[src/wg_pkg.sv]
// Constants, types and register map of the web guide I/O logic.
// Assumes one 40 MHz clock; positions are signed hundredths of a mm.
package wg_pkg;

    //////////////////////////////////////////////////////////////////////
    // Bus geometry
    localparam int unsigned AXI_AW = 8;  // Byte address width
    localparam int unsigned AXI_DW = 32; // Data width

    // Register byte offsets
    localparam logic [7:0] OFF_CTRL      = 8'h00;
    localparam logic [7:0] OFF_REF_OFS   = 8'h04;
    localparam logic [7:0] OFF_TOL       = 8'h08;
    localparam logic [7:0] OFF_RELAY_SEL = 8'h0C;
    localparam logic [7:0] OFF_INPUT_SEL = 8'h10;
    localparam logic [7:0] OFF_STATUS    = 8'h14;
    localparam logic [7:0] OFF_REF_ACT   = 8'h18;
    localparam logic [7:0] OFF_DEV       = 8'h1C;

    // Control field positions
    localparam int unsigned CTRL_REF_AUTO_BIT  = 0;
    localparam int unsigned CTRL_RETENTION_BIT = 1;
    localparam int unsigned CTRL_LEAVE_CTR_BIT = 2;

    // AXI responses
    localparam logic [1:0] RESP_OKAY   = 2'h0;
    localparam logic [1:0] RESP_DECERR = 2'h3;

    //////////////////////////////////////////////////////////////////////
    // Limits and reset values
    localparam logic signed [15:0] REF_MAX   = 16'sh01F4; // +5.00 mm
    localparam logic signed [15:0] REF_MIN   = -16'sh01F4; // -5.00 mm
    localparam logic signed [15:0] REF_TOP   = 16'sh7FFF; // Step ceiling
    localparam logic signed [15:0] REF_BOT   = -16'sh7FFF; // Step floor
    localparam logic signed [15:0] REF_RST   = 16'sh0000; // 0.00 mm
    localparam logic [4:0]  TOL_MAX          = 5'h14;     // 2.0 mm
    localparam logic [4:0]  TOL_RST          = 5'h01;     // 0.1 mm
    localparam logic [6:0]  TOL_SCALE        = 7'h0A;     // 0.1 mm / 0.01
    localparam logic [2:0]  CTRL_RST         = 3'h0;
    localparam logic [7:0]  RELAY_SEL_RST    = 8'h21;
    localparam logic [31:0] INPUT_SEL_RST    = 32'h7777_4320;

    //////////////////////////////////////////////////////////////////////
    // Relay functions
    typedef enum logic [2:0] {
        WG_RLY_DISABLED,
        WG_RELAY_SENSOR_MIDDLE,
        WG_RELAY_MATERIAL_PRESENT,
        WG_RLY_AUTO_MATERIAL,
        WG_RLY_AUTO_MISSING,
        WG_RLY_AUTOMATIC,
        WG_RLY_CENTRED
    } wg_relay_fn_t;

    // Digital input functions
    typedef enum logic [2:0] {
        WG_IN_EDGE_MODE,
        WG_INPUT_LEVEL_MODE,
        WG_IN_CENTRE,
        WG_IN_DECREASE,
        WG_IN_INCREASE,
        WG_IN_LOCK,
        WG_INPUT_REFERENCE_CLEAR,
        WG_IN_DISABLED
    } wg_in_fn_t;

    // Sensor report
    typedef struct packed {
        logic               material;   // Edge detected
        logic               at_middle;  // Edge at sensor middle
        logic signed [15:0] edge_pos;   // Edge position
    } wg_sensor_t;

    // Motor drive command
    typedef struct packed {
        logic move_left;   // Retract
        logic move_right;  // Extend
        logic centre_run;  // Run to centre
        logic hold;        // Stand still
    } wg_drive_t;

endpackage

[src/wg_io_logic.sv]
// Web guide I/O logic: reference, tolerance window, relays, inputs.
// Assumes an AXI4-Lite master, asynchronous input pins, and sensor and
// drive status produced on aclk.
//
// How it works
// manual offset -5.00..+5.00 mm, default 0
// manual source uses stored offset
// automatic source captures edge on entering automatic
// retention off: restart clears reference
// retention on: restart keeps reference
// software must not combine capture and retention
// no correction inside tolerance window
// sensor middle relay follows middle flag
// material present relay follows detection
// automatic and material relay
// automatic and missing relay
// automatic relay follows automatic
// centred relay after centre run standstill
// disabled relay never energised
// edge input toggles automatic mode
// level input sets automatic mode
// centre input edge starts centre run
// decrease input jogs left or decrements
// increase input jogs right or increments
// lock input holds drive still; a centre run continues under lock when the leave-to-centre control bit is set
// lock, mode, leave setting resolve drive
// clear input zeroes reference on edge
// inputs synchronised, one action per edge
//
// Local design decisions: register access over AXI4-Lite and the register offsets.
`timescale 1ns/100ps
`default_nettype none

module wg_io_logic #(
    parameter int unsigned NUM_IN = 4  // Digital inputs in use
) (
    // Clock and reset
    input  wire logic                          aclk,
    input  wire logic                          aresetn,
    // AXI4-Lite write channels
    input  wire logic [wg_pkg::AXI_AW-1:0]     s_axi_awaddr,
    input  wire logic                          s_axi_awvalid,
    output logic                               s_axi_awready,
    input  wire logic [wg_pkg::AXI_DW-1:0]     s_axi_wdata,
    input  wire logic [3:0]                    s_axi_wstrb,
    input  wire logic                          s_axi_wvalid,
    output logic                               s_axi_wready,
    output logic [1:0]                         s_axi_bresp,
    output logic                               s_axi_bvalid,
    input  wire logic                          s_axi_bready,
    // AXI4-Lite read channels
    input  wire logic [wg_pkg::AXI_AW-1:0]     s_axi_araddr,
    input  wire logic                          s_axi_arvalid,
    output logic                               s_axi_arready,
    output logic [wg_pkg::AXI_DW-1:0]          s_axi_rdata,
    output logic [1:0]                         s_axi_rresp,
    output logic                               s_axi_rvalid,
    input  wire logic                          s_axi_rready,
    // Machine side
    input  wire logic [NUM_IN-1:0]             din_pin,
    input  wire logic                          restart_req,
    input  wire wg_pkg::wg_sensor_t            sensor,
    input  wire logic                          drive_standstill,
    input  wire logic                          drive_at_centre,
    output var  wg_pkg::wg_drive_t             drive_cmd,
    output logic [1:0]                         relay_out
);
    import wg_pkg::*;

    if (NUM_IN < 1 || NUM_IN > 8)
    begin : g_chk
        $error("NUM_IN must be 1 to 8");
    end

    //////////////////////////////////////////////////////////////////////
    // Functions

    // Byte-lane merge of a write into a word
    function automatic logic [31:0] wr_merge(input logic [31:0] old,
                                             input logic [31:0] dat,
                                             input logic [3:0]  strb);
        logic [31:0] m;
        m = old;
        for (int b = 0; b < 4; b++)
            if (strb[b])
                m[8*b +: 8] = dat[8*b +: 8];
        return m;
    endfunction

    // Relay level for one selection
    function automatic logic relay_fn(input logic [2:0] sel,
                                      input logic auto, mat, mid, ctd);
        case (wg_relay_fn_t'(sel))
            WG_RELAY_SENSOR_MIDDLE:    relay_fn = mid;
            WG_RELAY_MATERIAL_PRESENT: relay_fn = mat;
            WG_RLY_AUTO_MATERIAL:      relay_fn = auto & mat;
            WG_RLY_AUTO_MISSING:       relay_fn = auto & ~mat;
            WG_RLY_AUTOMATIC:          relay_fn = auto;
            WG_RLY_CENTRED:            relay_fn = ctd;
            default:                   relay_fn = 1'b0;
        endcase
    endfunction

    // Magnitude of a 17-bit deviation
    function automatic logic [16:0] mag(input logic signed [16:0] v);
        return v[16] ? 17'(-v) : 17'(v);
    endfunction

    //////////////////////////////////////////////////////////////////////
    // State
    logic [NUM_IN-1:0]  din_meta_r;            // First sync stage only
    logic [NUM_IN-1:0]  din_sync_r, din_prev_r;
    logic [NUM_IN-1:0]  din_rise;              // One pulse per rising edge
    logic               auto_r, auto_nxt;      // Automatic operation
    logic               centring_r, centring_nxt;
    logic               centred_r, centred_nxt;
    logic signed [15:0] ref_r, ref_nxt;        // Active reference
    logic signed [15:0] ofs_r, ofs_nxt;        // Manual offset
    logic [4:0]         tol_r, tol_nxt;        // Window, 0.1 mm units
    logic [2:0]         ctrl_r, ctrl_nxt;
    logic [7:0]         rsel_r, rsel_nxt;
    logic [31:0]        isel_r, isel_nxt;
    wg_drive_t          drive_nxt;
    logic [1:0]         relay_nxt;
    // Bus state
    logic               awh_r, awh_nxt, wh_r, wh_nxt;
    logic [7:0]         awa_r, awa_nxt;
    logic [31:0]        wd_r, wd_nxt;
    logic [3:0]         ws_r, ws_nxt;
    logic               bv_r, bv_nxt, rv_r, rv_nxt;
    logic [1:0]         br_r, br_nxt, rr_r, rr_nxt;
    logic [31:0]        rd_r, rd_nxt;
    // Combinational helpers
    logic               lock_any, clr_any, inc_any, dec_any, ctr_go;
    logic               jog_l, jog_r, guide, do_wr, aw_have, w_have;
    logic [7:0]         wa;
    logic [31:0]        wdat, wm;
    logic signed [15:0] wofs;
    logic signed [16:0] dev;
    logic [16:0]        tol_h;

    assign din_rise = din_sync_r & ~din_prev_r;
    assign dev      = 17'(sensor.edge_pos) - 17'(ref_r);
    assign tol_h    = 17'(tol_r * TOL_SCALE);

    // Handshake outputs
    assign s_axi_awready = ~awh_r & ~bv_r;
    assign s_axi_wready  = ~wh_r & ~bv_r;
    assign s_axi_arready = ~rv_r;
    assign s_axi_bvalid  = bv_r;
    assign s_axi_bresp   = br_r;
    assign s_axi_rvalid  = rv_r;
    assign s_axi_rresp   = rr_r;
    assign s_axi_rdata   = rd_r;

    //////////////////////////////////////////////////////////////////////
    // Next-state logic for bus, reference, mode and outputs
    always_comb
    begin
        auto_nxt = auto_r;
        centring_nxt = centring_r;
        centred_nxt = centred_r;
        ref_nxt = ref_r;
        ofs_nxt = ofs_r;
        tol_nxt = tol_r;
        ctrl_nxt = ctrl_r;
        rsel_nxt = rsel_r;
        isel_nxt = isel_r;
        lock_any = 1'b0;
        clr_any = 1'b0;
        inc_any = 1'b0;
        dec_any = 1'b0;
        ctr_go = 1'b0;
        jog_l = 1'b0;
        jog_r = 1'b0;
        // Input decode; later inputs win on mode conflicts
        for (int i = 0; i < NUM_IN; i++)
        begin
            case (wg_in_fn_t'(isel_r[4*i +: 3]))
                WG_IN_EDGE_MODE:
                    if (din_rise[i])
                        auto_nxt = ~auto_nxt;
                WG_INPUT_LEVEL_MODE:
                    auto_nxt = din_sync_r[i];
                WG_IN_CENTRE:
                    ctr_go = ctr_go | din_rise[i];
                WG_IN_DECREASE:
                begin
                    jog_l = jog_l | din_sync_r[i];
                    dec_any = dec_any | din_rise[i];
                end
                WG_IN_INCREASE:
                begin
                    jog_r = jog_r | din_sync_r[i];
                    inc_any = inc_any | din_rise[i];
                end
                WG_IN_LOCK:
                    lock_any = lock_any | din_sync_r[i];
                WG_INPUT_REFERENCE_CLEAR:
                    clr_any = clr_any | din_rise[i];
                default:
                    ;
            endcase
        end
        // Reference stepping only in automatic
        if (auto_r && inc_any && !dec_any && ref_r != REF_TOP)
            ref_nxt = ref_r + 16'sh0001;
        if (auto_r && dec_any && !inc_any && ref_r != REF_BOT)
            ref_nxt = ref_r - 16'sh0001;

        // Bus write path: address and data in either order
        aw_have = awh_r | s_axi_awvalid;
        w_have = wh_r | s_axi_wvalid;
        wa = awh_r ? awa_r : s_axi_awaddr;
        wdat = wh_r ? wd_r : s_axi_wdata;
        do_wr = aw_have & w_have & ~bv_r;
        awh_nxt = awh_r | (s_axi_awvalid & s_axi_awready);
        awa_nxt = awh_r ? awa_r : s_axi_awaddr;
        wh_nxt = wh_r | (s_axi_wvalid & s_axi_wready);
        wd_nxt = wdat;
        ws_nxt = wh_r ? ws_r : s_axi_wstrb;
        bv_nxt = bv_r & ~s_axi_bready;
        br_nxt = br_r;
        wm = 32'h0000_0000;
        wofs = REF_RST;
        if (do_wr)
        begin
            awh_nxt = 1'b0;
            wh_nxt = 1'b0;
            bv_nxt = 1'b1;
            br_nxt = RESP_OKAY;
            case (wa)
                OFF_CTRL:
                begin
                    wm = wr_merge(32'(ctrl_r), wdat, ws_nxt);
                    ctrl_nxt = wm[2:0];
                end
                OFF_REF_OFS:
                begin
                    wm = wr_merge(32'(ofs_r), wdat, ws_nxt);
                    wofs = wm[15:0];
                    // Out-of-range writes saturate to the limits
                    if (wofs > REF_MAX)
                        wofs = REF_MAX;
                    else if (wofs < REF_MIN)
                        wofs = REF_MIN;
                    ofs_nxt = wofs;
                    if (!ctrl_r[CTRL_REF_AUTO_BIT])
                        ref_nxt = wofs;
                end
                OFF_TOL:
                begin
                    wm = wr_merge(32'(tol_r), wdat, ws_nxt);
                    tol_nxt = (wm[7:0] > 8'(TOL_MAX)) ? TOL_MAX : wm[4:0];
                end
                OFF_RELAY_SEL:
                begin
                    wm = wr_merge(32'(rsel_r), wdat, ws_nxt);
                    rsel_nxt = wm[7:0];
                end
                OFF_INPUT_SEL:
                    isel_nxt = wr_merge(isel_r, wdat, ws_nxt);
                default:
                    br_nxt = RESP_DECERR;
            endcase
        end
        // Clear wins over a bus write in the same cycle
        if (clr_any)
        begin
            ref_nxt = REF_RST;
            ofs_nxt = REF_RST;
        end

        // Mode transitions
        if (auto_nxt && !auto_r)
        begin
            centring_nxt = 1'b0;
            if (ctrl_r[CTRL_REF_AUTO_BIT])
                ref_nxt = sensor.edge_pos;
            else
                ref_nxt = ofs_r;
        end
        // Leaving automatic to centre ignores the lock
        if (!auto_nxt && auto_r && ctrl_r[CTRL_LEAVE_CTR_BIT])
            centring_nxt = 1'b1;
        if (!auto_nxt && ctr_go)
            centring_nxt = 1'b1;

        // Drive resolution
        guide = auto_r & ~lock_any & sensor.material & (mag(dev) > tol_h);
        drive_nxt.move_left = (guide & ~dev[16]) |
            (~auto_r & ~lock_any & ~centring_r & jog_l & ~jog_r);
        drive_nxt.move_right = (guide & dev[16]) |
            (~auto_r & ~lock_any & ~centring_r & jog_r & ~jog_l);
        // Lock parks a centre run unless the leave-to-centre control bit is set
        drive_nxt.centre_run = ~auto_r & centring_r &
            ~(lock_any & ~ctrl_r[CTRL_LEAVE_CTR_BIT]);
        drive_nxt.hold = ~drive_nxt.move_left & ~drive_nxt.move_right &
                         ~drive_nxt.centre_run;
        // Any other move drops the centred flag; arrival sets it
        if (drive_nxt.move_left || drive_nxt.move_right || auto_nxt)
            centred_nxt = 1'b0;
        if (centring_r && drive_standstill && drive_at_centre)
        begin
            centring_nxt = 1'b0;
            centred_nxt = 1'b1;
        end

        // Restart: manual operation, reference per retention
        if (restart_req)
        begin
            auto_nxt = 1'b0;
            centring_nxt = 1'b0;
            centred_nxt = 1'b0;
            if (ctrl_r[CTRL_RETENTION_BIT])
            begin
                ref_nxt = ref_r;
                ofs_nxt = ofs_r;
            end
            else
            begin
                ref_nxt = REF_RST;
                ofs_nxt = REF_RST;
            end
        end

        // Relays from registered status
        for (int k = 0; k < 2; k++)
            relay_nxt[k] = relay_fn(rsel_r[4*k +: 3], auto_r,
                                    sensor.material, sensor.at_middle,
                                    centred_r);

        // Bus read path, answered one cycle after the address
        rv_nxt = rv_r & ~s_axi_rready;
        rd_nxt = rd_r;
        rr_nxt = rr_r;
        if (s_axi_arvalid && !rv_r)
        begin
            rv_nxt = 1'b1;
            rr_nxt = RESP_OKAY;
            case (s_axi_araddr)
                OFF_CTRL:      rd_nxt = 32'(ctrl_r);
                OFF_REF_OFS:   rd_nxt = 32'(ofs_r);
                OFF_TOL:       rd_nxt = 32'(tol_r);
                OFF_RELAY_SEL: rd_nxt = 32'(rsel_r);
                OFF_INPUT_SEL: rd_nxt = isel_r;
                OFF_STATUS:    rd_nxt = 32'({relay_out, 3'h0, sensor.material,
                                  centred_r, centring_r, lock_any, auto_r});
                OFF_REF_ACT:   rd_nxt = 32'(ref_r);
                OFF_DEV:       rd_nxt = 32'(dev);
                default:
                begin
                    rd_nxt = 32'h0000_0000;
                    rr_nxt = RESP_DECERR;
                end
            endcase
        end
    end

    //////////////////////////////////////////////////////////////////////
    // Registers; pins pass two stages before use
    always_ff @(posedge aclk)
    begin
        if (!aresetn)
        begin
            din_meta_r <= '0;
            din_sync_r <= '0;
            din_prev_r <= '0;
            auto_r <= 1'b0;
            centring_r <= 1'b0;
            centred_r <= 1'b0;
            ref_r <= REF_RST;
            ofs_r <= REF_RST;
            tol_r <= TOL_RST;
            ctrl_r <= CTRL_RST;
            rsel_r <= RELAY_SEL_RST;
            isel_r <= INPUT_SEL_RST;
            drive_cmd <= 4'h1;
            relay_out <= 2'h0;
            awh_r <= 1'b0;
            awa_r <= 8'h00;
            wh_r <= 1'b0;
            wd_r <= 32'h0000_0000;
            ws_r <= 4'h0;
            bv_r <= 1'b0;
            br_r <= RESP_OKAY;
            rv_r <= 1'b0;
            rr_r <= RESP_OKAY;
            rd_r <= 32'h0000_0000;
        end
        else
        begin
            din_meta_r <= din_pin;
            din_sync_r <= din_meta_r;
            din_prev_r <= din_sync_r;
            auto_r <= auto_nxt;
            centring_r <= centring_nxt;
            centred_r <= centred_nxt;
            ref_r <= ref_nxt;
            ofs_r <= ofs_nxt;
            tol_r <= tol_nxt;
            ctrl_r <= ctrl_nxt;
            rsel_r <= rsel_nxt;
            isel_r <= isel_nxt;
            drive_cmd <= drive_nxt;
            relay_out <= relay_nxt;
            awh_r <= awh_nxt;
            awa_r <= awa_nxt;
            wh_r <= wh_nxt;
            wd_r <= wd_nxt;
            ws_r <= ws_nxt;
            bv_r <= bv_nxt;
            br_r <= br_nxt;
            rv_r <= rv_nxt;
            rr_r <= rr_nxt;
            rd_r <= rd_nxt;
        end
    end
endmodule

`default_nettype wire

[config.mk]
export PLATFORM = sky130hd
export DESIGN_NAME = wg_io_logic
export DESIGN_NICKNAME = d
export VERILOG_FILES = /design/src/wg_pkg.sv /design/src/wg_io_logic.sv
export SDC_FILE = /design/constraint.sdc
export NUM_CORES = 1
export LEC_CHECK = 0
export BUFFER_PORTS_ARGS = -buffer_cell sky130_fd_sc_hd__buf_2
export CELL_PAD_IN_SITES_DETAIL_PLACEMENT = 1
export CELL_PAD_IN_SITES_GLOBAL_PLACEMENT = 2
export CORE_ASPECT_RATIO = 2
export CORE_MARGIN = 1
export CORE_UTILIZATION = 37
export CTS_BUF_LIST = sky130_fd_sc_hd__clkbuf_16
export DETAILED_ROUTE_END_ITERATION = 10
export GPL_TIMING_DRIVEN = 0
export PLACE_DENSITY_LB_ADDON = 0.1
export SYNTH_ARGS = -nofsm -noshare
export SYNTH_HDL_FRONTEND = slang
export SYNTH_SLANG_ARGS = --single-unit
[constraint.sdc]
create_clock -name aclk -period 8.6 [get_ports aclk]
set_input_delay 0.43 -clock aclk [delete_from_list [all_inputs] [get_ports aclk]]
set_output_delay 0.43 -clock aclk [all_outputs]
set_load 0.02 [all_outputs]
==> impl_metrics.toml <==
[critical_path]
criticalPathCategory = "flip-flop to flip-flop"
crit_required_ns = 8.91
cp_common_cell = "a21oi_1"
rrSetupSlack_ns = 1.90
critPathArrivalTime_ns = 7.02
start_kind = "flip-flop"
crit_chain = "ha_1, fa_1, nand2b_1, a21oi_1, o31ai_2, o32ai_1, clkbuf_1, buf_1, nor2_1, xnor2_1, ha_1, nor2b_1, o21ai_0, nand2b_1, a21oi_1, o21ai_0, a21o_1, a21oi_1, o211ai_1, a2111oi_2, o21ai_1"
end_kind = "flip-flop"
critPathSlowestCell = "a2111oi_2"
worst_path_largest_cell_delay_ns = 0.72
cp_max_fo = 10

[place]
place_area_sq_mm = 0.01197
port_buffers = 128
dp_hpwl_um = 38480
place.gp.congestion = 0.9457

[sta]
fin_crit_sh_pct = 77.95
setup_viol = 0
drv_slew = 0
final.setup.tns_ns = 0
period_minus_slack_ns = 6.704
fmax_ghz = 0.1492
hold_viol = 0
rsz0062_at_grt = "no"
max_slew_margin_pct = 3.106
tightest_slew_ns = 1.438
finalClockSkew_ns = 0.008977

[global_routing]
grt_max_degree = 19
first_global_vias = 11980
grt.overflow.total = 0
grt_antenna_before_repair = 0
grt_pass1_wl_um = 70410
grt_usage_pct = 31.99

[logic_synthesis]
synth_seq_cells = 183
synth_area_per_cell_sq_um = 7.912
synth_top_family_by_area = "compound AO/OA/AOI/OAI gates"
synth-simple-area-share_pct = 24.24
synthAdderAreaFrac_pct = 4.397
yosysWarnings = 0
ys_types = 84
syn_area_sq_mm = 0.01087
synthXorXnorAreaFrac_pct = 2.095
synth-edff-count = 0
synth-async-reset-ratio_pct = 0
synthesis.nets = 1495
synth_compound_area_share_pct = 24.25
synth.area.mux_share_pct = 6.860
ys.flop_type = "dfxtp_1"
yosysSeqAreaShare_pct = 33.70
synthCells = 1374

[cts]
clk_path_buf_depth = 2
cts_root_buf = "clkbuf_16"
cts.clk_slew.worst_paths_ns = 0.07
cts_buffers = 17
postCtsSetupBuffers = 0
postCtsHoldBufs = 0
htreeDepth = 4
cts_resized = 0
clk_latency_ns = 0.46
cts_tree = "done"
clock-sinks = 183

[floorplan]
io-pin-count = 131
core_area_sq_mm = 0.02885
initial_utilization_pct = 37.68
die_w_um = 123.2
die_h_um = 244.4
die_area_sq_mm = 0.03011
std_cell_rows = 88

[final_layout]
utilization_pct = 43.53
antenna_cells = 0
final_cell_mix = "183 x nor2_1, 183 x dfxtp_1, 139 x buf_2"
syn2layout_area_growth_pct = 15.52
finalNetCount = 1642
layout-drive-gt1-share_pct = 14.15
final_cell_area_sq_mm = 0.01256

[detailed_routing]
drc_errors = 0
drt-total-wl_um = 46920
vias_per_cell = 6.051
drt-wirelength-per-cell_um = 24.77
ant_nets = 0
drt-pass1-iter-count = 5
initialDrtViolationCount = 419
vias = 11460

[power]
total_leakage_power_nw = 4.671
power_per_cell_area_mw_per_mm2 = 159.6
vdd_ir_drop_max_uv = 151.7

[worst_hold_path]
hold_path.class = "input port to flip-flop"

[flow_run]
cap_violations = 0

[run_status]
status = "completed"
-- cell families (layout without fill, tap and decap cells) --
group,count (synthesis),after routing
AO/OA/AOI/OAI,384,384
XOR/XNOR,26,26
adder cells (fa/ha/maj),37,37
buffers and inverters,122,282
flip-flops,183,183
multiplexers,72,72
AND/OR/NAND/NOR,550,550
-- cells in the mapped netlist, drive strengths merged (5+ instances only) --
| master | n | area share (%) |
|---|---|---|
| nand4b | 7 | 0.56 |
| nand4 | 19 | 1.2 |
| a221oi | 14 | 1.2 |
| a21o | 10 | 0.69 |
| nand2 | 132 | 4.6 |
| xor2 | 8 | 0.64 |
| mux2i | 58 | 5.4 |
| dfxtp | 183 | 34 |
| o22ai | 9 | 0.52 |
| o211ai | 23 | 1.6 |
| o21a | 7 | 0.48 |
| a222oi | 5 | 0.46 |
| nand3 | 37 | 1.7 |
| nand2b | 16 | 0.92 |
| nor2b | 17 | 0.98 |
| nand3b | 10 | 0.69 |
| a31oi | 13 | 0.75 |
| a211oi | 13 | 0.90 |
| or3 | 18 | 1.0 |
| a32oi | 10 | 0.81 |
| o221ai | 15 | 1.3 |
| nor3 | 48 | 2.3 |
| inv | 36 | 1.2 |
| o21ai | 61 | 2.8 |
| xnor2 | 18 | 1.5 |
| a22oi | 33 | 2.3 |
| and2 | 18 | 1.0 |
| clkbuf | 66 | 2.3 |
| a21oi | 102 | 4.7 |
| mux2 | 14 | 1.5 |
| or4 | 10 | 0.73 |
| or2 | 8 | 0.46 |
| ha | 35 | 4.0 |
| a211o | 8 | 0.64 |
| o32ai | 7 | 0.56 |
| nor2 | 183 | 6.3 |
| o31ai | 10 | 0.74 |
| buf | 19 | 0.89 |
| nor4 | 7 | 0.46 |
| and3 | 11 | 0.63 |
-- flip-flops by register name, indices dropped and copies added, names as in the netlist, 2 cells and up --
| signal | cells |
|---|---|
| drive_cmd | 4 |
| awa_r | 8 |
| relay_out | 2 |
| din_prev_r | 4 |
| wd_r | 32 |
| din_meta_r | 4 |
| tol_r | 5 |
| s_axi_rdata | 32 |
| ws_r | 4 |
| ofs_r | 16 |
| din_sync_r | 4 |
| rsel_r | 8 |
| ref_r | 16 |
| isel_r | 32 |
| ctrl_r | 3 |
-- final timing paths --
path,from,to,depth (start not counted)
hold / removal,s_axi_rready,s_axi_rvalid,2
hold reg to reg,din_meta_r[2],din_sync_r[2],1
setup / recovery,ref_r[0],drive_cmd[3],21
setup reg to reg,ref_r[0],drive_cmd[3],21
-- cell type report --
| cell class | instances | area (sq um) |
|---|---|---|
| Timing Repair Buffer | 128 | 640.6 |
| Tap cell | 360 | 450.4 |
| Inverter | 37 | 138.9 |
| Clock inverter | 15 | 165.2 |
| Multi-Input combinational cell | 1069 | 6728 |
| Sequential cell | 183 | 3664 |
| Clock buffer | 17 | 425.4 |
| Fill cell | 3630 | 16290 |
| Buffer | 85 | 345.3 |
-- metal layers --
metal | vias to the layer above | track usage (%) | share of wire, %
li1 | 5350 | - | -
met1 | 5566 | 28.60 | 33
met3 | 179 | 5.854 | 4.2
met5 | - | 0 | 0
met4 | 0 | 30.26 | 11
met2 | 366 | 58.08 | 52
-- stage by stage --
step | hold WS (ns) | setup slack (ns) | power [mW] | instances
finish | 0.1539 | 1.896 | 2.004 | 1894
detailed placement | 0.4242 | 1.815 | 1.225 | 1862
global placement | 0.4154 | 1.830 | 1.219 | 1862
floorplan | 0.4119 | 3.994 | 1.103 | 1374
global route | 0.1549 | 1.522 | 2.085 | 1894
CTS | 0.1350 | 1.960 | 2.021 | 1894
-- report_power, final --
group          leakage [nW]  total, mW  internal, mW  switching [mW]
combinational          2.90      0.322         0.109           0.213
clock                 0.285      0.798         0.411           0.387
sequential             1.49      0.884         0.870          0.0146
-- worst max-delay path, delay by kind of cell (launching register included) --
kind / cells / cell delay [ns]
AO/OA/AOI/OAI: 11 / 3.41
XOR/XNOR: 1 / 0.16
AND/OR/NAND/NOR: 4 / 0.50
flip-flops: 1 / 0.42
buffers and inverters: 2 / 1.04
adder cells (fa/ha/maj): 3 / 1.01
(Power assumes the default switching activity.)
